`config.mk`:
```
export PLATFORM = sky130hd
export DESIGN_NAME = iowd_top
export DESIGN_NICKNAME = d
export VERILOG_FILES = /design/src/iowd_pkg.sv /design/src/iowd_tick.sv /design/src/iowd_top.sv
export SDC_FILE = /design/constraint.sdc
export NUM_CORES = 1
export LEC_CHECK = 0
export BUFFER_PORTS_ARGS = -buffer_cell sky130_fd_sc_hd__buf_2
export CAP_MARGIN = 20
export CORE_ASPECT_RATIO = 1.4
export CORE_MARGIN = 10
export CORE_UTILIZATION = 55
export CTS_CLUSTER_DIAMETER = 100
export DETAILED_ROUTE_END_ITERATION = 8
export HOLD_SLACK_MARGIN = 0.1
export MAX_ROUTING_LAYER = met4
export PLACE_DENSITY = 0.76
export SETUP_SLACK_MARGIN = 0.02
export SYNTH_ARGS = -nofsm -noshare
export SYNTH_HDL_FRONTEND = slang
export SYNTH_HIERARCHICAL = 1
export SYNTH_SLANG_ARGS = --single-unit
```
`constraint.sdc`:
```
create_clock -name mclk -period 4.7 [get_ports mclk]
set_input_delay 0 -clock mclk [delete_from_list [all_inputs] [get_ports mclk]]
set_output_delay 0 -clock mclk [all_outputs]
set_load 0.005 [all_outputs]
```
`src/iowd_pkg.sv`:
```
// How it works
// - Enabled watchdog counts down; restart reloads interval.
// - Reaching zero asserts system reset output.
// - Port read restarts the counter.
// - Port write loads the control register.
// - Bits 2..0 pick one of eight intervals.
// - Reset clears control register to zero.
// - New settings take effect after the write.
package iowd_pkg;
  // ----------------------------------------
  // Port map
  // ----------------------------------------
  localparam logic [7:0] WATCHDOG_CONTROL_ADDR = 8'hF2;
  localparam logic [7:0] WATCHDOG_CONTROL_RESET = 8'h00;
  localparam int WATCHDOG_ENABLE_BIT = 3;
  localparam int INTERVAL_LSB = 0;
  localparam int INTERVAL_W = 3;
  localparam int INTERVAL_MAX_SECS = 128;
  localparam int INTERVAL_MIN_SECS = 1;
  localparam logic [7:0] RDATA_IDLE = 8'h00;
  // ----------------------------------------
  // Timing
  // ----------------------------------------
  localparam int CLK_HZ = 40000000;
  localparam int TICK_S = 1;
  localparam int TICK_CYCLES = CLK_HZ * TICK_S;
  localparam int SECONDS_W = 8;
  localparam int RESET_PULSE_CYCLES = 16;
  localparam int EXPIRE_SECS = 1;
  localparam int PULSE_LAST = 1;
endpackage

```
`src/iowd_tick.sv`:
```
`timescale 1ns/1ps
module iowd_tick #(
  parameter int CYCLES = iowd_pkg::TICK_CYCLES
) (
  input wire logic mclk,
  input wire logic rstn,
  input wire logic restart,
  output logic tick
);
  localparam int CW = $clog2(CYCLES);
  logic [CW-1:0] count_reg;

  if (CYCLES < 2) begin : g_bad_cycles
    $error("iowd_tick needs at least two cycles per tick");
  end

  // A restart also realigns the prescaler so every interval begun by a restart is at least its nominal length.
  always_ff @(posedge mclk or negedge rstn) begin
    if (!rstn) begin
      count_reg <= '0;
      tick <= 1'b0;
    end else if (restart || count_reg == CW'(CYCLES - 1)) begin
      count_reg <= '0;
      tick <= !restart;
    end else begin
      count_reg <= count_reg + 1'b1;
      tick <= 1'b0;
    end
  end
endmodule

```
`src/iowd_top.sv`:
```
`timescale 1ns/1ps
module iowd_top #(
  parameter int TICK_CYCLES = iowd_pkg::TICK_CYCLES,
  parameter int RESET_PULSE_CYCLES = iowd_pkg::RESET_PULSE_CYCLES
) (
  input wire logic mclk,
  input wire logic rstn,
  input wire logic [7:0] io_addr,
  input wire logic io_rd,
  input wire logic io_wr,
  input wire logic [7:0] io_wdata,
  output logic [7:0] io_rdata,
  output logic sys_reset,
  output logic [7:0] watchdog_control_out
);
  // ----------------------------------------
  // Types and sizes
  // ----------------------------------------
  typedef enum logic [1:0] {IOWD_IDLE, IOWD_COUNT, IOWD_FIRE} iowd_state_e;

  localparam int PW = $clog2(RESET_PULSE_CYCLES + 1);
  localparam int SW = iowd_pkg::SECONDS_W;
  localparam int IW = iowd_pkg::INTERVAL_W;
  localparam int CODES = 1 << IW;

  // ----------------------------------------
  // Elaboration checks
  // ----------------------------------------
  // The pulse and seconds counters are sized from these values, so values they cannot hold are refused here.
  if (RESET_PULSE_CYCLES < 1) begin : g_bad_pulse
    $error("iowd_top needs a reset pulse of at least one cycle");
  end
  if (TICK_CYCLES < 2) begin : g_bad_tick
    $error("iowd_top needs at least two clock cycles per second tick");
  end
  if (iowd_pkg::INTERVAL_MAX_SECS >= (1 << SW)) begin : g_bad_seconds
    $error("iowd_top seconds counter is too narrow for the longest interval");
  end
  if (iowd_pkg::WATCHDOG_ENABLE_BIT >= $bits(io_wdata) || iowd_pkg::INTERVAL_LSB + IW > $bits(io_wdata)) begin : g_bad_fields
    $error("iowd_top control fields do not fit the control byte");
  end

  // ----------------------------------------
  // Internal signals
  // ----------------------------------------
  logic [7:0] watchdog_control_reg;
  logic [SW-1:0] seconds_reg;
  logic [SW-1:0] interval_secs;
  logic [PW-1:0] pulse_reg;
  iowd_state_e state_reg;
  logic hit;
  logic read_hit;
  logic write_hit;
  logic restart;
  logic tick;
  logic expire;
  logic pulse_last;
  logic watchdog_enable_bit;
  logic [IW-1:0] interval_select_field;
  wire [SW-1:0] interval_table [CODES];

  // ----------------------------------------
  // Port decode
  // ----------------------------------------
  assign hit = io_addr == iowd_pkg::WATCHDOG_CONTROL_ADDR;
  assign read_hit = hit && io_rd;
  assign write_hit = hit && io_wr;
  // A write restarts the count as well, so a changed interval never inherits a partly used one.
  assign restart = read_hit || write_hit;
  assign watchdog_enable_bit = watchdog_control_reg[iowd_pkg::WATCHDOG_ENABLE_BIT];
  assign interval_select_field = watchdog_control_reg[iowd_pkg::INTERVAL_LSB +: IW];

  // ----------------------------------------
  // Interval decode
  // ----------------------------------------
  // Codes 2 to 7 each double the one below; code zero is the longest interval, not the shortest.
  for (genvar code = 0; code < CODES; code++) begin : g_interval
    if (code == 0) begin : g_longest
      assign interval_table[code] = SW'(iowd_pkg::INTERVAL_MAX_SECS);
    end else begin : g_doubling
      assign interval_table[code] = SW'(iowd_pkg::INTERVAL_MIN_SECS << (code - 1));
    end
  end

  assign interval_secs = interval_table[interval_select_field];

  // ----------------------------------------
  // Second tick
  // ----------------------------------------
  // The prescaler restarts on every access to the watchdog port, so an interval begun by an access is never cut short by a partly elapsed second.
  iowd_tick #(
    .CYCLES(TICK_CYCLES)
  ) u_tick (
    .mclk(mclk),
    .rstn(rstn),
    .restart(restart),
    .tick(tick)
  );

  // ----------------------------------------
  // Countdown status
  // ----------------------------------------
  // Expiry needs the tick that empties the last second with no read or write of the watchdog port in the same cycle.
  assign expire = state_reg == IOWD_COUNT && watchdog_enable_bit && !restart && tick &&
    seconds_reg == SW'(iowd_pkg::EXPIRE_SECS);
  assign pulse_last = pulse_reg == PW'(iowd_pkg::PULSE_LAST);

  // ----------------------------------------
  // Control register
  // ----------------------------------------
  always_ff @(posedge mclk or negedge rstn) begin
    if (!rstn) begin
      watchdog_control_reg <= iowd_pkg::WATCHDOG_CONTROL_RESET;
    end else if (write_hit) begin
      watchdog_control_reg <= io_wdata;
    end
  end

  // The host sees the control byte only on a read of the port; other addresses return the idle value.
  always_ff @(posedge mclk or negedge rstn) begin
    if (!rstn) begin
      io_rdata <= iowd_pkg::RDATA_IDLE;
    end else if (read_hit) begin
      io_rdata <= watchdog_control_reg;
    end else begin
      io_rdata <= iowd_pkg::RDATA_IDLE;
    end
  end

  always_ff @(posedge mclk or negedge rstn) begin
    if (!rstn) begin
      watchdog_control_out <= iowd_pkg::WATCHDOG_CONTROL_RESET;
    end else begin
      watchdog_control_out <= watchdog_control_reg;
    end
  end

  // ----------------------------------------
  // Countdown state
  // ----------------------------------------
  // A write while counting always passes through idle, so the next count starts from the newly written interval.
  always_ff @(posedge mclk or negedge rstn) begin
    if (!rstn) begin
      state_reg <= IOWD_IDLE;
    end else begin
      case (state_reg)
        IOWD_IDLE: begin
          if (watchdog_enable_bit) begin
            state_reg <= IOWD_COUNT;
          end
        end
        IOWD_COUNT: begin
          if (!watchdog_enable_bit || write_hit) begin
            state_reg <= IOWD_IDLE;
          end else if (expire) begin
            state_reg <= IOWD_FIRE;
          end
        end
        IOWD_FIRE: begin
          if (pulse_last) begin
            state_reg <= IOWD_IDLE;
          end
        end
        default: begin
          state_reg <= IOWD_IDLE;
        end
      endcase
    end
  end

  // ----------------------------------------
  // Seconds counter
  // ----------------------------------------
  // A read while counting reloads the interval, and the prescaler restarts in the same cycle.
  always_ff @(posedge mclk or negedge rstn) begin
    if (!rstn) begin
      seconds_reg <= '0;
    end else begin
      case (state_reg)
        IOWD_IDLE: begin
          seconds_reg <= interval_secs;
        end
        IOWD_COUNT: begin
          if (restart) begin
            seconds_reg <= interval_secs;
          end else if (expire) begin
            seconds_reg <= '0;
          end else if (tick) begin
            seconds_reg <= seconds_reg - 1'b1;
          end
        end
        default: begin
          seconds_reg <= '0;
        end
      endcase
    end
  end

  // ----------------------------------------
  // Reset pulse
  // ----------------------------------------
  // The pulse length is fixed by a parameter; the host cannot shorten it by touching the port.
  always_ff @(posedge mclk or negedge rstn) begin
    if (!rstn) begin
      pulse_reg <= '0;
    end else if (expire) begin
      pulse_reg <= PW'(RESET_PULSE_CYCLES);
    end else if (state_reg == IOWD_FIRE) begin
      pulse_reg <= pulse_reg - 1'b1;
    end
  end

  // ----------------------------------------
  // System reset output
  // ----------------------------------------
  // The output is low in every state but fire, so a disable during the pulse still lets it finish.
  always_ff @(posedge mclk or negedge rstn) begin
    if (!rstn) begin
      sys_reset <= 1'b0;
    end else if (expire) begin
      sys_reset <= 1'b1;
    end else if (state_reg != IOWD_FIRE || pulse_last) begin
      sys_reset <= 1'b0;
    end
  end
endmodule

```
# == After elaboration in Yosys (flattened, before gate mapping) ==
# Memory sizes are Yosys's and may differ from the RTL's.
# Index checks and enable logic that the tools add are counted.
# op_classes
n_eq_ne,11
add_sub_neg,3
bitwise_logic,1
reduce_logical,16
order_cmp,1
n_mux,18
# op_table
cell,count
8-bit two-way mux,6
"26-bit by 1-bit adder with 26-bit output, second input constant",1
"26-bit equality test, second input constant",1
26-bit two-way mux,1
8-bit one-hot mux with 2 select lines,1
5-bit two-way mux,2
"8-bit by 1-bit equality test with 1-bit output, second input constant",1
"8-bit equality test, second input constant",1
2-bit two-way mux,4
"8-bit by 1-bit subtractor with 8-bit output, second input constant",1
1-bit logical AND,6
"2-bit inequality test, second input constant",3
2-bit one-hot mux with 3 select lines,1
"5-bit by 1-bit equality test with 1-bit output, second input constant",1
"5-bit by 1-bit subtractor with 5-bit output, second input constant",1
"4-bit greater-or-equal comparator, second input constant",1
1-bit logical OR,4
"4-bit by 2-bit inequality test with 1-bit output, second input constant",1
3-bit NOT with 4-bit output,1
2-bit nonzero test,2
1-bit two-way mux,3
"3-bit by 2-bit inequality test with 1-bit output, second input constant",1
3-bit AND reduction,1
"2-bit by 1-bit equality test with 1-bit output, second input constant",1
other kinds (3),4
# totals
memories,1
rom_bits,64
out_inout_bits,17
ff_bits,67
# mem_list
name,depth,width,rd,rd_clocked_by_memory_dff,write_ports,line,rtl
(no name shown),8,8,1,0,0,iowd_top.sv:85,assign interval_secs = interval_table[interval_select_field];

# == Depth between registers and ports, before layout ==
# depth
depth_word,10
mapped_depth,8
mapped_depth_nobuf,7

# == Modules after synthesis ==
# Netlist, hierarchy kept.
# modules_own_cells
mod,instances,cells_each,area_per_inst_um2
iowd_top,1,170,1880.6
iowd_tick,1,149,1410.1

# == Worst setup path before layout ==
# No wires, ideal clock.
# synth_timing
kind,reg2reg
from,register u_tick.count_reg[23]
to,register u_tick.count_reg[10]
n_path_buf,1
setup_slack_ps,2781
required_time_ps,4568
arrival_time_ps,1787
stages_incl_launch_ff,6
cell_sequence,dfrtp_1 or4b_2 nor3_1 a31o_2 clkbuf_1 nor2_1
# synth_between
elab_chain_cells,3
# synth_lines
element,line,rtl
"start, declared",iowd_tick.sv:11,logic [CW-1:0] count_reg;
"start signal, assigned",iowd_tick.sv:26,count_reg <= count_reg + 1'b1;
26-bit equality test,iowd_tick.sv:22,end else if (restart || count_reg == CW'(CYCLES - 1)) begin
1-bit logical OR,iowd_tick.sv:22,
26-bit two-way mux,iowd_tick.sv:22,
# Every way passes these cells.
# A chain may end at the register's enable or synchronous reset.

# == Worst setup path in the final report ==
# layout_timing
from,register u_tick.count_reg[4]
to,register u_tick.count_reg[19]
# layout_between
elab_chain_cells,3
elab_cells_between_ends,4
# layout_lines
element,line
"parallel branches: the longest is 2 deep, another holds 26-bit by 1-bit adder with 26-bit output",-
26-bit two-way mux *,iowd_tick.sv:22
# Mark *: on every way between the ends.

==> metrics.yaml <==
run_status:
  status: "finished clean"
cts:
  root_buffer: "clkbuf_8"
  cts_tree: "yes"
  cts_buffers: 9
  clk_latency_ns: 0.35
  clkTransAtPathRegs_ns: 0.07
  cts.sink_count: 67
  clk_path_buf_depth: 2
  cts_resized: 0
  h-tree-depth: 3
finish:
  fillers: 454
  syn_to_final_growth_pct: 15.6
  fin_area_um2: 3800
  largest_reg_flops: 26
  nets: 392
  ff_latch_area_um2: 1680
  finalCoreUtilization_pct: 65.4
  layout_common_cells: "dfrtp_1 (67), buf_2 (36), nor2_1 (29)"
  stdcell_count: 441
  diodes: 0
  multi_input_area_um2: 1520
  final_common_cell: "dfrtp_1"
  drive_gt1_share_pct: 21.0
power:
  p_sw_mw: 0.390
  p_comb_share_pct: 13.3
  power_leakage_nw: 1.79
  power.internal_mw: 0.940
  ir_worst_vdd_mv: 0.368
  p_sw_share_pct: 29.3
  design_power_total_mw: 1.33
  seq_power_share_pct: 52.7
  p_clk_share_pct: 34.0
  p_per_area_nw_per_um2: 350
sta:
  grt_setup_unrepaired: "no"
  period_share_pct: 45.3
  slew_headroom_pct: 45.1
  setup_ws_ns: 2.57
  max_freq_mhz: 469
  tightest_slew_ns: 0.824
  finalHoldViolCount: 0
  skew_ns: 0.00931
  final-max-slew-violation-count: 0
  holdWs_ns: 0.238
  finalSetupTns_ns: 0
  setup_viol: 0
  layout_min_cycle_time_ns: 2.13
global_routing:
  grt_max_degree: 68
  grt_overflow_total: 0
  grt_pass1_vias: 2599
  track_usage_pct: 16.6
  grt_pass1_wl_um: 12600
  antenna_found_initial: 0
floorplanning:
  core_um2: 5820
  ioPinCount: 37
  die_x_um: 85.4
  dieArea_um2: 9520
  rows: 33
  die_y_um: 112
  floorplan.initialDensity_pct: 56.5
routing:
  first_pass_iters: 5
  wirelength_um: 7330
  route.met3.wl_um: 297
  wl_met2_um: 3900
  drt_iter0_drc: 267
  met1_length_um: 2940
  drtAntennaViolNets: 0
  highest_layer: "met4"
  via_per_inst: 5.92
  num_vias: 2611
  drc: 0
  wl_per_cell_um: 16.6
yosys:
  seq_area_frac_synth_pct: 51.0
  synthFlopType: "dfrtp_1"
  syn_area_per_cell_um2: 10.3
  netlist_area_um2: 3290
  netlist-cell-type-count: 53
  syn_inst: 319
  ys_warn_count: 6
  synth_area_leaders: "dfrtp_1 (51%), xnor2_1 (4.0%), nor2_1 (3.3%)"
  synth-seq-cells: 67
  yosys.area.top_type_share_pct: 51.0
  synthesis.nets: 345
  synth_edf_count: 0
  yosys.area.top_type: "dfrtp_1"
  ys_async_sr_fraction_pct: 100
critical_path:
  crit_fanout: 11
  ff2ff_path_depth: 4
  end_kind: "flip-flop"
  crit_type: "flip-flop to flip-flop"
  required_ns: 4.97
  r2r-end: "u_tick/count_reg[19]$_DFF_PN0_"
  arrival_ns: 2.40
  reg2reg_from: "u_tick/count_reg[4]$_DFF_PN0_"
  start_kind: "flip-flop"
  rrSetupSlack_ns: 2.57
min_path:
  worstHoldStart: "io_wr"
  hold_end: "state_reg[0]$_DFFE_PN0P_"
  hp-class: "primary input to flip-flop"
  whs_path_depth: 4
placement:
  place.gp.congestion: 0.886
  io_buffers: 36
  dpl_cell_area_um2: 3520
  placed_cells: 415
  hpwlAfterDp_um: 4990
  pre_cts_slack_ns: 2.61
run:
  maxCapViolCount: 0
[cell type report]
class	instances	area share, %
clock buffers	11	3.98
clock inverters	5	0.954
inverters	12	1.18
multi-input cells	229	40.0
flip-flops and latches	67	44.1
well taps	70	2.30
repair buffers	47	7.56
[worst max-delay path by stage]
stage | start | end | cells past startpoint
after floorplan | u_tick/count_reg[23]$_DFF_PN0_ | u_tick/count_reg[10]$_DFF_PN0_ | 5
after CTS | u_tick/count_reg[4]$_DFF_PN0_ | u_tick/count_reg[19]$_DFF_PN0_ | 4
final | u_tick/count_reg[4]$_DFF_PN0_ | u_tick/count_reg[19]$_DFF_PN0_ | 4
after global placement | u_tick/count_reg[4]$_DFF_PN0_ | u_tick/count_reg[19]$_DFF_PN0_ | 4
after global routing | u_tick/count_reg[4]$_DFF_PN0_ | u_tick/count_reg[19]$_DFF_PN0_ | 4
after detailed placement | u_tick/count_reg[4]$_DFF_PN0_ | u_tick/count_reg[19]$_DFF_PN0_ | 4
[synthesized netlist by cell type (2+ instances only)]
cell	count
dfrtp_1	67
a21o_1	2
o31ai_1	7
a22o_1	2
nand3_1	9
o21ai_0	9
xor2_1	5
nand2_1	23
nand4_1	9
a31o_2	3
nand2b_1	6
inv_1	11
a211oi_1	2
nor4b_1	4
and3_1	11
or3_1	7
nor2b_1	3
nor3_1	10
or4_1	10
or2_2	2
nor2_2	2
o2bb2ai_1	2
xnor2_1	15
nor4_1	3
a21oi_1	16
and2_1	2
mux2_2	8
and4b_1	2
nor2_1	29
clkbuf_1	5
buf_2	6
ha_1	6
[layer usage]
metal  track usage (%)  up-vias
met5                 -        -
met3              3.94       17
met2              27.7       62
met4              7.27        0
met1              18.3     1280
li1                  -     1252
[power groups by stage]
stage | Clock, mW | Sequential, mW | Combinational, mW
floorplan | 0 | 0.691 | 0.128
global placement | 0 | 0.703 | 0.167
detailed placement | 0 | 0.708 | 0.170
CTS | 0.459 | 0.698 | 0.178
global route | 0.482 | 0.708 | 0.199
finish | 0.452 | 0.700 | 0.177
[kinds of logic after synthesis]
| group | Yosys count | synth area share [%] |
|---|---|---|
| multiplexers | 8 | 2.74 |
| XOR/XNOR | 20 | 5.32 |
| flip-flops | 67 | 51.0 |
| buffers and inverters | 23 | 2.85 |
| AO/OA/AOI/OAI | 52 | 10.5 |
| AND/OR/NAND/NOR | 143 | 25.3 |
| adder cells (fa/ha/maj) | 6 | 2.28 |
[repair_timing]
item,CTS,global route
hold buffers,10,0
buffers inserted,0,0
endpoints found under the hold margin,83,0
[critical path: stages (launching register included)]
cell	delay (ns)
dfrtp_1	0.48
nand4_4	0.16
or4_1	0.72
or4_1	0.52
a21oi_1	0.16
Note: power is estimated with default switching activity, not from simulation.
